File: config.mk
export PLATFORM = sky130hd
export DESIGN_NAME = pimoc_top
export DESIGN_NICKNAME = d
export VERILOG_FILES = /design/src/rtl/pimoc_pkg.sv /design/src/rtl/pimoc_irq_gate.sv /design/src/rtl/pimoc_lb_path.sv /design/src/rtl/pimoc_top.sv
export SDC_FILE = /design/constraint.sdc
export NUM_CORES = 1
export LEC_CHECK = 0
export ABC_CLOCK_PERIOD_IN_PS = 4250
export BUFFER_PORTS_ARGS = -buffer_cell sky130_fd_sc_hd__clkbuf_2
export CAP_MARGIN = 5
export CORE_AREA = 5 5 84 86
export DETAILED_ROUTE_END_ITERATION = 16
export DIE_AREA = 0 0 89 91
export PLACE_DENSITY_LB_ADDON = 0.05
export REMOVE_ABC_BUFFERS = 1
export SETUP_SLACK_MARGIN = 0.02
export SYNTH_ARGS = -nofsm -noshare
export SYNTH_HDL_FRONTEND = slang
export SYNTH_SLANG_ARGS = --single-unit
File: constraint.sdc
create_clock -name aclk -period 4.25 [get_ports aclk]
set_input_delay 0.85 -clock aclk [delete_from_list [all_inputs] [get_ports aclk]]
set_output_delay 0.85 -clock aclk [all_outputs]
set_load 0.005 [all_outputs]
File: src/rtl/pimoc_pkg.sv
// Purpose: shared constants for the port interrupt mask / operation control bank
// Assumes: AXI4-Lite, 32-bit data, one register per aligned word
// Notes:   byte address of a register is four times its index
package pimoc_pkg;
    // ------------------------------------------------------------
    // bus geometry
    // ------------------------------------------------------------
    localparam int          ADDR_W      = 10;
    localparam int          DATA_W      = 32;
    localparam int          LB_W        = 8;
    localparam logic [1:0]  RESP_OKAY   = 2'h0;
    localparam logic [1:0]  RESP_SLVERR = 2'h2;

    // ------------------------------------------------------------
    // register indices (byte address = index * 4)
    // ------------------------------------------------------------
    localparam logic [7:0]  IDX_IRQ_STATUS = 8'h1b;
    localparam logic [7:0]  IDX_IRQ_MASK   = 8'h1f;
    localparam logic [7:0]  IDX_OP_CTL     = 8'h20;

    // ------------------------------------------------------------
    // fields and reset values
    // ------------------------------------------------------------
    localparam int          MSK_ANEG      = 3;
    localparam int          MSK_PTP       = 2;
    localparam int          MSK_PHY       = 1;
    localparam int          MSK_ACL       = 0;
    localparam int          OPC_LOCAL_LB  = 7;
    localparam int          OPC_REMOTE_LB = 6;
    localparam int          OPC_TAIL      = 2;
    localparam int          OPC_QS_HI     = 1;
    localparam int          OPC_QS_LO     = 0;
    localparam logic [3:0]  MASK_RST      = 4'h0;
    localparam logic [1:0]  QS_RST        = 2'h0;
    localparam logic [1:0]  QS_ONE        = 2'h0;
    localparam logic [1:0]  QS_TWO        = 2'h1;
    localparam logic [1:0]  QS_FOUR       = 2'h2;
    localparam logic [1:0]  QS_RSVD       = 2'h3;
    localparam int          PORT_ANEG     = 7;

    // ------------------------------------------------------------
    // write channel states
    // ------------------------------------------------------------
    typedef enum logic [1:0] {
        WR_IDLE = 2'h0,
        WR_PART = 2'h1,
        WR_RESP = 2'h3
    } pimoc_wr_e;
endpackage

File: src/rtl/pimoc_irq_gate.sv
// Purpose: gates the four port event levels by the enable mask into one interrupt
// Assumes: mask bit 0 enables, 1 disables
// Notes:   sources a port lacks are tied off by parameter
`timescale 1ns/1ps
module pimoc_irq_gate #(
    parameter int PORT_NUM = 1,
    parameter bit HAS_PHY  = 1'b1
) (
    input  wire logic       aclk,
    input  wire logic       aresetn,
    input  wire logic [3:0] sts,
    input  wire logic [3:0] mask,
    output logic            irq_ff
);
    import pimoc_pkg::*;

    typedef struct packed {
        logic irq;
    } pimoc_gate_s;

    localparam logic [3:0] IMPL = {(PORT_NUM == PORT_ANEG), HAS_PHY, HAS_PHY, 1'b1};

    pimoc_gate_s st_ff;
    pimoc_gate_s nxt_st;
    logic [3:0]  hit;

    // ------------------------------------------------------------
    // per-source gating
    // ------------------------------------------------------------
    genvar i;
    for (i = 0; i < 4; i++) begin : g_src
        assign hit[i] = sts[i] & ~mask[i] & IMPL[i];
    end

    always_comb begin
        nxt_st     = st_ff;
        nxt_st.irq = |hit;
    end

    always_ff @(posedge aclk) begin
        if (!aresetn) begin
            st_ff <= '0;
        end else begin
            st_ff <= nxt_st;
        end
    end

    assign irq_ff = st_ff.irq;
endmodule

File: src/rtl/pimoc_lb_path.sv
// Purpose: steers egress and ingress byte streams for MAC loopback modes
// Assumes: one byte per cycle, both sides on aclk
// Notes:   single register stage, no elastic buffer
`timescale 1ns/1ps
module pimoc_lb_path (
    input  wire logic                       aclk,
    input  wire logic                       aresetn,
    input  wire logic                       local_lb,
    input  wire logic                       remote_lb,
    input  wire logic [pimoc_pkg::LB_W-1:0] fab_tx_data,
    input  wire logic                       fab_tx_valid,
    input  wire logic [pimoc_pkg::LB_W-1:0] pin_rx_data,
    input  wire logic                       pin_rx_valid,
    output logic [pimoc_pkg::LB_W-1:0]      fab_rx_data,
    output logic                            fab_rx_valid,
    output logic [pimoc_pkg::LB_W-1:0]      pin_tx_data,
    output logic                            pin_tx_valid
);
    import pimoc_pkg::*;

    typedef struct packed {
        logic [LB_W-1:0] pin_tx_data;
        logic            pin_tx_valid;
        logic [LB_W-1:0] fab_rx_data;
        logic            fab_rx_valid;
    } pimoc_lb_s;

    pimoc_lb_s st_ff;
    pimoc_lb_s nxt_st;

    // ------------------------------------------------------------
    // steering
    // ------------------------------------------------------------
    // no rate matching: a clock mismatch on the far side corrupts long bursts
    always_comb begin
        nxt_st = '0;
        if (remote_lb) begin
            nxt_st.pin_tx_data  = pin_rx_data;
            nxt_st.pin_tx_valid = pin_rx_valid;
        end else if (!local_lb) begin
            nxt_st.pin_tx_data  = fab_tx_data;
            nxt_st.pin_tx_valid = fab_tx_valid;
        end
        if (local_lb) begin
            nxt_st.fab_rx_data  = fab_tx_data;
            nxt_st.fab_rx_valid = fab_tx_valid;
        end else if (!remote_lb) begin
            nxt_st.fab_rx_data  = pin_rx_data;
            nxt_st.fab_rx_valid = pin_rx_valid;
        end
    end

    always_ff @(posedge aclk) begin
        if (!aresetn) begin
            st_ff <= '0;
        end else begin
            st_ff <= nxt_st;
        end
    end

    assign pin_tx_data  = st_ff.pin_tx_data;
    assign pin_tx_valid = st_ff.pin_tx_valid;
    assign fab_rx_data  = st_ff.fab_rx_data;
    assign fab_rx_valid = st_ff.fab_rx_valid;
endmodule

File: src/rtl/pimoc_top.sv
// Purpose: per-port interrupt enable mask and operation control, AXI4-Lite slave
// Assumes: event levels and byte streams synchronous to aclk
// Notes:   status bits 3:1 follow their sources, bit 0 is latched
//
// What this block does
// status reaches interrupt only when enabled
// mask bit 3 gates auto-negotiation done
// auto-negotiation mask acts on port 7 only
// mask 0 enables, 1 disables, reset 0
// bits 2,1 gate timestamp, PHY events
// bit 0 gates ACL on every port
// bit 7 returns egress frames to fabric
// bit 6 loops pin frames back out
// PHY port: line rx to line tx
// media port: tx inputs to rx outputs
// remote path has no elastic buffer
// software sends few short frames in loopback
// bit 2 marks tail-tagged host port
// software enables tail tagging on one port
// bits 1:0 pick two or four queues
// code 00 gives one plain queue
// toggling ACL enable clears ACL status
// status bits 3:0 mirror events before mask gating
// reserved bits read zero, ignore writes
// reserved queue code acts as one queue
//
// The AXI4-Lite interface to the registers was decided locally.
`timescale 1ns/1ps
module pimoc_top #(
    parameter int PORT_NUM = 1,
    parameter bit HAS_PHY  = 1'b1
) (
    input  wire logic                         aclk,
    input  wire logic                         aresetn,
    input  wire logic [pimoc_pkg::ADDR_W-1:0] s_axi_awaddr,
    input  wire logic [2:0]                   s_axi_awprot,
    input  wire logic                         s_axi_awvalid,
    output logic                              s_axi_awready,
    input  wire logic [pimoc_pkg::DATA_W-1:0] s_axi_wdata,
    input  wire logic [3:0]                   s_axi_wstrb,
    input  wire logic                         s_axi_wvalid,
    output logic                              s_axi_wready,
    output logic [1:0]                        s_axi_bresp,
    output logic                              s_axi_bvalid,
    input  wire logic                         s_axi_bready,
    input  wire logic [pimoc_pkg::ADDR_W-1:0] s_axi_araddr,
    input  wire logic [2:0]                   s_axi_arprot,
    input  wire logic                         s_axi_arvalid,
    output logic                              s_axi_arready,
    output logic [pimoc_pkg::DATA_W-1:0]      s_axi_rdata,
    output logic [1:0]                        s_axi_rresp,
    output logic                              s_axi_rvalid,
    input  wire logic                         s_axi_rready,
    input  wire logic                         aneg_done_sts,
    input  wire logic                         ptp_sts,
    input  wire logic                         phy_sts,
    input  wire logic                         acl_evt,
    output logic                              port_irq,
    output logic                              tail_tag_en,
    output logic [1:0]                        egress_queue_mode,
    input  wire logic [pimoc_pkg::LB_W-1:0]   fab_tx_data,
    input  wire logic                         fab_tx_valid,
    input  wire logic [pimoc_pkg::LB_W-1:0]   pin_rx_data,
    input  wire logic                         pin_rx_valid,
    output logic [pimoc_pkg::LB_W-1:0]        fab_rx_data,
    output logic                              fab_rx_valid,
    output logic [pimoc_pkg::LB_W-1:0]        pin_tx_data,
    output logic                              pin_tx_valid
);
    import pimoc_pkg::*;

    typedef struct packed {
        pimoc_wr_e         wst;
        logic              aw_got;
        logic              w_got;
        logic [7:0]        wr_idx;
        logic [7:0]        wbyte;
        logic              wstrb0;
        logic              awready;
        logic              wready;
        logic              bvalid;
        logic [1:0]        bresp;
        logic              arready;
        logic              rvalid;
        logic [DATA_W-1:0] rdata;
        logic [1:0]        rresp;
        logic [3:0]        mask;
        logic              lb_local;
        logic              lb_remote;
        logic              tail;
        logic [1:0]        qsplit;
        logic [1:0]        q_eff;
        logic [3:0]        sts;
    } pimoc_top_s;

    localparam logic [3:0] IMPL = {(PORT_NUM == PORT_ANEG), HAS_PHY, HAS_PHY, 1'b1};

    pimoc_top_s st_ff;
    pimoc_top_s nxt_st;
    logic       wr_do;
    logic       wr_acl_clr;
    logic       exp_irq;

    // ------------------------------------------------------------
    // bus slave and register file
    // ------------------------------------------------------------
    always_comb begin
        nxt_st     = st_ff;
        wr_do      = 1'b0;
        wr_acl_clr = 1'b0;

        // write address and data, taken in either order
        if (st_ff.wst != WR_RESP) begin
            if (s_axi_awvalid && st_ff.awready) begin
                nxt_st.aw_got = 1'b1;
                nxt_st.wr_idx = s_axi_awaddr[ADDR_W-1:2];
            end
            if (s_axi_wvalid && st_ff.wready) begin
                nxt_st.w_got  = 1'b1;
                nxt_st.wbyte  = s_axi_wdata[7:0];
                nxt_st.wstrb0 = s_axi_wstrb[0];
            end
        end

        case (st_ff.wst)
            WR_IDLE, WR_PART: begin
                if (nxt_st.aw_got && nxt_st.w_got) begin
                    wr_do         = 1'b1;
                    nxt_st.aw_got = 1'b0;
                    nxt_st.w_got  = 1'b0;
                    nxt_st.bvalid = 1'b1;
                    nxt_st.bresp  = RESP_OKAY;
                    nxt_st.wst    = WR_RESP;
                end else if (nxt_st.aw_got || nxt_st.w_got) begin
                    nxt_st.wst = WR_PART;
                end else begin
                    nxt_st.wst = WR_IDLE;
                end
            end
            WR_RESP: begin
                if (s_axi_bready) begin
                    nxt_st.bvalid = 1'b0;
                    nxt_st.wst    = WR_IDLE;
                end
            end
            default: begin
                nxt_st.wst = WR_IDLE;
            end
        endcase

        // register update; reserved bits are simply not stored
        if (wr_do) begin
            if (nxt_st.wr_idx == IDX_IRQ_MASK) begin
                if (nxt_st.wstrb0) begin
                    nxt_st.mask = nxt_st.wbyte[3:0];
                    wr_acl_clr  = nxt_st.wbyte[MSK_ACL] != st_ff.mask[MSK_ACL];
                end
            end else if (nxt_st.wr_idx == IDX_OP_CTL) begin
                if (nxt_st.wstrb0) begin
                    nxt_st.lb_local  = nxt_st.wbyte[OPC_LOCAL_LB];
                    nxt_st.lb_remote = nxt_st.wbyte[OPC_REMOTE_LB];
                    nxt_st.tail      = nxt_st.wbyte[OPC_TAIL];
                    nxt_st.qsplit    = nxt_st.wbyte[OPC_QS_HI:OPC_QS_LO];
                end
            end else if (nxt_st.wr_idx != IDX_IRQ_STATUS) begin
                nxt_st.bresp = RESP_SLVERR;
            end
        end

        // read channel, one outstanding
        if (st_ff.rvalid && s_axi_rready) begin
            nxt_st.rvalid  = 1'b0;
            nxt_st.arready = 1'b1;
        end
        if (s_axi_arvalid && st_ff.arready) begin
            nxt_st.arready = 1'b0;
            nxt_st.rvalid  = 1'b1;
            nxt_st.rresp   = RESP_OKAY;
            if (s_axi_araddr[ADDR_W-1:2] == IDX_IRQ_STATUS) begin
                nxt_st.rdata = {28'h000_0000, st_ff.sts};
            end else if (s_axi_araddr[ADDR_W-1:2] == IDX_IRQ_MASK) begin
                nxt_st.rdata = {28'h000_0000, st_ff.mask};
            end else if (s_axi_araddr[ADDR_W-1:2] == IDX_OP_CTL) begin
                nxt_st.rdata = {24'h00_0000, st_ff.lb_local, st_ff.lb_remote,
                                3'h0, st_ff.tail, st_ff.qsplit};
            end else begin
                nxt_st.rdata = 32'h0000_0000;
                nxt_st.rresp = RESP_SLVERR;
            end
        end

        nxt_st.awready = (nxt_st.wst != WR_RESP) && !nxt_st.aw_got;
        nxt_st.wready  = (nxt_st.wst != WR_RESP) && !nxt_st.w_got;

        // ------------------------------------------------------------
        // status capture
        // ------------------------------------------------------------
        // a new ACL event in the clearing cycle wins over the toggle
        nxt_st.sts[3:1]     = {aneg_done_sts, ptp_sts, phy_sts};
        nxt_st.sts[MSK_ACL] = acl_evt | (st_ff.sts[MSK_ACL] & ~wr_acl_clr);

        // reserved split code falls back to a single queue
        nxt_st.q_eff = (st_ff.qsplit == QS_RSVD) ? QS_ONE : st_ff.qsplit;
    end

    always_ff @(posedge aclk) begin
        if (!aresetn) begin
            st_ff         <= '0;
            st_ff.wst     <= WR_IDLE;
            st_ff.awready <= 1'b1;
            st_ff.wready  <= 1'b1;
            st_ff.arready <= 1'b1;
            st_ff.mask    <= MASK_RST;
            st_ff.qsplit  <= QS_RST;
        end else begin
            st_ff <= nxt_st;
        end
    end

    // ------------------------------------------------------------
    // sub-blocks
    // ------------------------------------------------------------
    pimoc_irq_gate #(
        .PORT_NUM (PORT_NUM),
        .HAS_PHY  (HAS_PHY)
    ) u_gate (
        .aclk    (aclk),
        .aresetn (aresetn),
        .sts     (st_ff.sts),
        .mask    (st_ff.mask),
        .irq_ff  (port_irq)
    );

    pimoc_lb_path u_lb (
        .aclk         (aclk),
        .aresetn      (aresetn),
        .local_lb     (st_ff.lb_local),
        .remote_lb    (st_ff.lb_remote),
        .fab_tx_data  (fab_tx_data),
        .fab_tx_valid (fab_tx_valid),
        .pin_rx_data  (pin_rx_data),
        .pin_rx_valid (pin_rx_valid),
        .fab_rx_data  (fab_rx_data),
        .fab_rx_valid (fab_rx_valid),
        .pin_tx_data  (pin_tx_data),
        .pin_tx_valid (pin_tx_valid)
    );

    assign s_axi_awready     = st_ff.awready;
    assign s_axi_wready      = st_ff.wready;
    assign s_axi_bvalid      = st_ff.bvalid;
    assign s_axi_bresp       = st_ff.bresp;
    assign s_axi_arready     = st_ff.arready;
    assign s_axi_rvalid      = st_ff.rvalid;
    assign s_axi_rdata       = st_ff.rdata;
    assign s_axi_rresp       = st_ff.rresp;
    assign tail_tag_en       = st_ff.tail;
    assign egress_queue_mode = st_ff.q_eff;

    // ------------------------------------------------------------
    // checks
    // ------------------------------------------------------------
    assign exp_irq = |(st_ff.sts & ~st_ff.mask & IMPL);
endmodule

==> summary.txt <==
Run status
  – Status: completed

STA
  – Post-route minimum period: about 1.9 ns
  – Final Max Tran Viols: 0
  – Setup TNS: 0 ns
  – RSZ-0062 raised after global routing: false
  – Max-slew headroom: roughly 29%
  – Setup Skew: between 0.005 and 0.006 ns
  – Fmax: 0.5168 GHz
  – Slew @ Worst Pin: ~1.1 ns
  – Endpoints failing hold: 0
  – Final Cycle Share: ~46%
  – Final setup fails: 0

Die
  – CORE AREA: ~6200 sq um
  – Die Span X: about 89 um
  – Initial Utilization: 47.89%
  – Full die area: around 8000 sq um
  – Row cnt: 29
  – Die height: 91 um
  – Top Ports: approximately 150

Routing
  – Routed WL per cell: between 10 and 15 um
  – DR vias/cell: 4.901
  – DR vias: about 2300
  – DRT Pass-1 Iters: 4
  – DR iter-0 viols: 115
  – Routed Antenna Nets: 0
  – Drt total wl: around 6.1 mm
  – Residual DRC: 0

Job
  – Max Cap Viol: 0

Layout
  – Nets: around 470
  – Antenna Cells: 0
  – Filler cell count: between 500 and 600
  – Area grow syn2layout: 16.04%
  – Layout cells sized above 1: between 30% and 40%
  – Util after Layout: 55.58%
  – Design area: between 3000 and 4000 sq um

CTS
  – Clock transition at the registers of the reported paths: ~0.060 ns
  – Hold-fix buffers, CTS: 0
  – CTS H-Tree Depth: 3
  – Root buf cell: clkbuf_8
  – TritonCTS clock tree: built
  – PostCTS Resize Cnt: 0
  – CTS buffer count: 9
  – Worst skew pair latency: ~0.33 ns
  – CTS max path bufs: 2
  – TritonCTS Sinks: 67
  – Post-CTS Setup Inserts: 0

Worst setup path
  – Critical path required time: 4.46 ns
  – Critical path buffers and inverters: 1
  – Critical path class: primary input to register
  – Largest stage delay, worst path: between 0.3 and 0.4 ns
  – Critical path, cell by cell: clkbuf_2 > nor4_1 > nand4b_1 > mux2_4 > nor2_8 > mux2_2
  – Delay-heaviest family, CP: multiplexers
  – Crit path DAT: ~2.2 ns
  – Critical-path top delay cell: mux2_2
  – Crit start category: primary input
  – Critical Path Sink Type: register
  – Maximum fanout along the worst path: 5

Synth
  – Top FF cell, synth: dfxtp_1
  – Leading post-synthesis cells by cell area: dfxtp_1 (45%), buf_4 (9.9%), nor2b_1 (5.1%)
  – Mapped Cells: roughly 310
  – Ys async rst share: 0%
  – Most common cell in the netlist: dfxtp_1
  – Synthesis Warnings: 0
  – Post-synth top cells: dfxtp_1 (67), buf_4 (39), nand2_1 (34)
  – Number of synthesized register bits: 67
  – Synth cell types: 43
  – Area share of the leading cell type in the synthesized netlist: around 45%
  – Post-synth EDFFs: 0
  – Mapped cell area: roughly 3000 sq um
  – Mean post-synth cell area: 9.524 sq um
  – Synth area leader: dfxtp_1
  – Register area share after synthesis: 45.14%

Global route
  – First-pass GRT wire length: 9.687 mm
  – Total GRT Usage: between 10% and 20%
  – Number of global-route vias before repair: about 2100
  – Grt total ovfl: 0
  – Pin count of the biggest net entering global routing: 65
  – Initial antenna violation count: 0

Min path
  – Hold Crit Class: register to register

Power
  – Static leakage: around 0.0017 uW
  – VDD IR max: around 0.24 mV
  – Pwr/cell area: around 420 nW/um^2

Placement
  – Placed instance area: about 3200 sq um
  – DP HPWL: ~4.5 mm
  – Port Buf Inserts: 87
  – Gp weighted congestion: ~0.77
-- placed cells by master (no fill, tap or decap), types with 2 or more instances in the layout --
master	instances
clkbuf_8	12
o211ai_1	3
nor2_1	13
a21oi_1	3
mux2_2	5
clkbuf_2	87
and2_1	7
o21ai_0	3
o211a_1	3
inv_1	6
nand2b_1	3
o21a_1	4
and4b_1	3
mux2i_1	14
nand3_1	7
nand4_1	2
nor2b_1	24
a22oi_1	18
conb_1	27
dfxtp_1	67
nand4b_1	2
nor2_8	2
nor4_1	2
a21boi_0	13
mux2_4	2
and3_1	3
nand2_1	34
-- cell type report --
cell class,count,area [sq um],share of cell area (%)
multi-input combinational,212,1353,39.22
sequential,67,1341,38.90
timing repair buffer,87,435.4,12.63
clock buffer,12,165.2,4.790
tap,77,96.34,2.794
clock inverter,2,35.03,1.016
inverter,6,22.52,0.6531
-- through the flow --
| step | total power, uW | hold slack (ns) | instances | worst slack (ns) |
|---|---|---|---|---|
| CTS | 1453 | 0.4531 | 463 | 2.326 |
| finish | 1436 | 0.4477 | 463 | 2.315 |
| global placement | 917.2 | 0.4373 | 449 | 1.975 |
| floorplan | 832.1 | 0.4115 | 285 | 2.180 |
| detailed placement | 919.7 | 0.4436 | 449 | 1.964 |
| global route | 1509 | 0.4780 | 463 | 2.210 |
-- path summary, 6_finish.rpt --
| check | slack, ns | to | from | depth (start not counted) |
|---|---|---|---|---|
| hold reg to reg | 0.45 | egress_queue_mode[0] | st_ff[7] | 1 |
| setup / recovery | 2.32 | st_ff[9] | s_axi_awaddr[6] | 6 |
| setup reg to reg | 2.46 | st_ff[14] | st_ff[76] | 5 |
| hold / removal | 0.45 | egress_queue_mode[0] | st_ff[7] | 1 |
-- registers in the layout, indices dropped and copies added, names as in the netlist --
name / cells
s_axi_wready: 1
egress_queue_mode: 2
s_axi_arready: 1
tail_tag_en: 1
u_lb.pin_tx_data: 8
u_lb.fab_rx_data: 8
s_axi_awready: 1
u_gate.irq_ff: 1
s_axi_bresp: 2
u_lb.pin_tx_valid: 1
s_axi_rvalid: 1
s_axi_rdata: 6
st_ff: 31
s_axi_rresp: 1
u_lb.fab_rx_valid: 1
s_axi_bvalid: 1
-- where the power goes --
group	switching [uW]	leakage (uW)	total (uW)	internal (uW)
registers	26.1	0.000552	702	676
clock network	221	0.000104	533	312
logic	108	0.00102	201	93.0
-- logic make-up (layout without fill, tap and decap cells) --
group | Yosys count | count (layout) | synth area share (%)
muxes | 21 | 21 | 7.621
buffers and inverters | 59 | 107 | 12.63
AOI/OAI and AO/OA | 54 | 54 | 13.68
DFF | 67 | 67 | 45.14
other | 1 | 27 | 0.1262
xor gates and xnor gates | 1 | 1 | 0.2948
and+or+nand+nor | 109 | 109 | 20.51
-- worst reg2reg max path, stage by stage, from the launching register on --
cell,delay [ns]
dfxtp_1,0.41
nand2_2,0.12
and4_4,0.22
o21ai_2,0.26
nand2b_1,0.34
mux2_4,0.33
-- layer usage --
metal / track usage (%) / vias up / share of wire, %
li1: - / 1153 / -
met1: 19.30 / 1022 / 44
met2: 23.82 / 89 / 46
met3: 5.973 / 5 / 9.8
met4: 2.978 / 0 / 0.51
met5: 0 / - / 0
(Power assumes the default switching activity.)
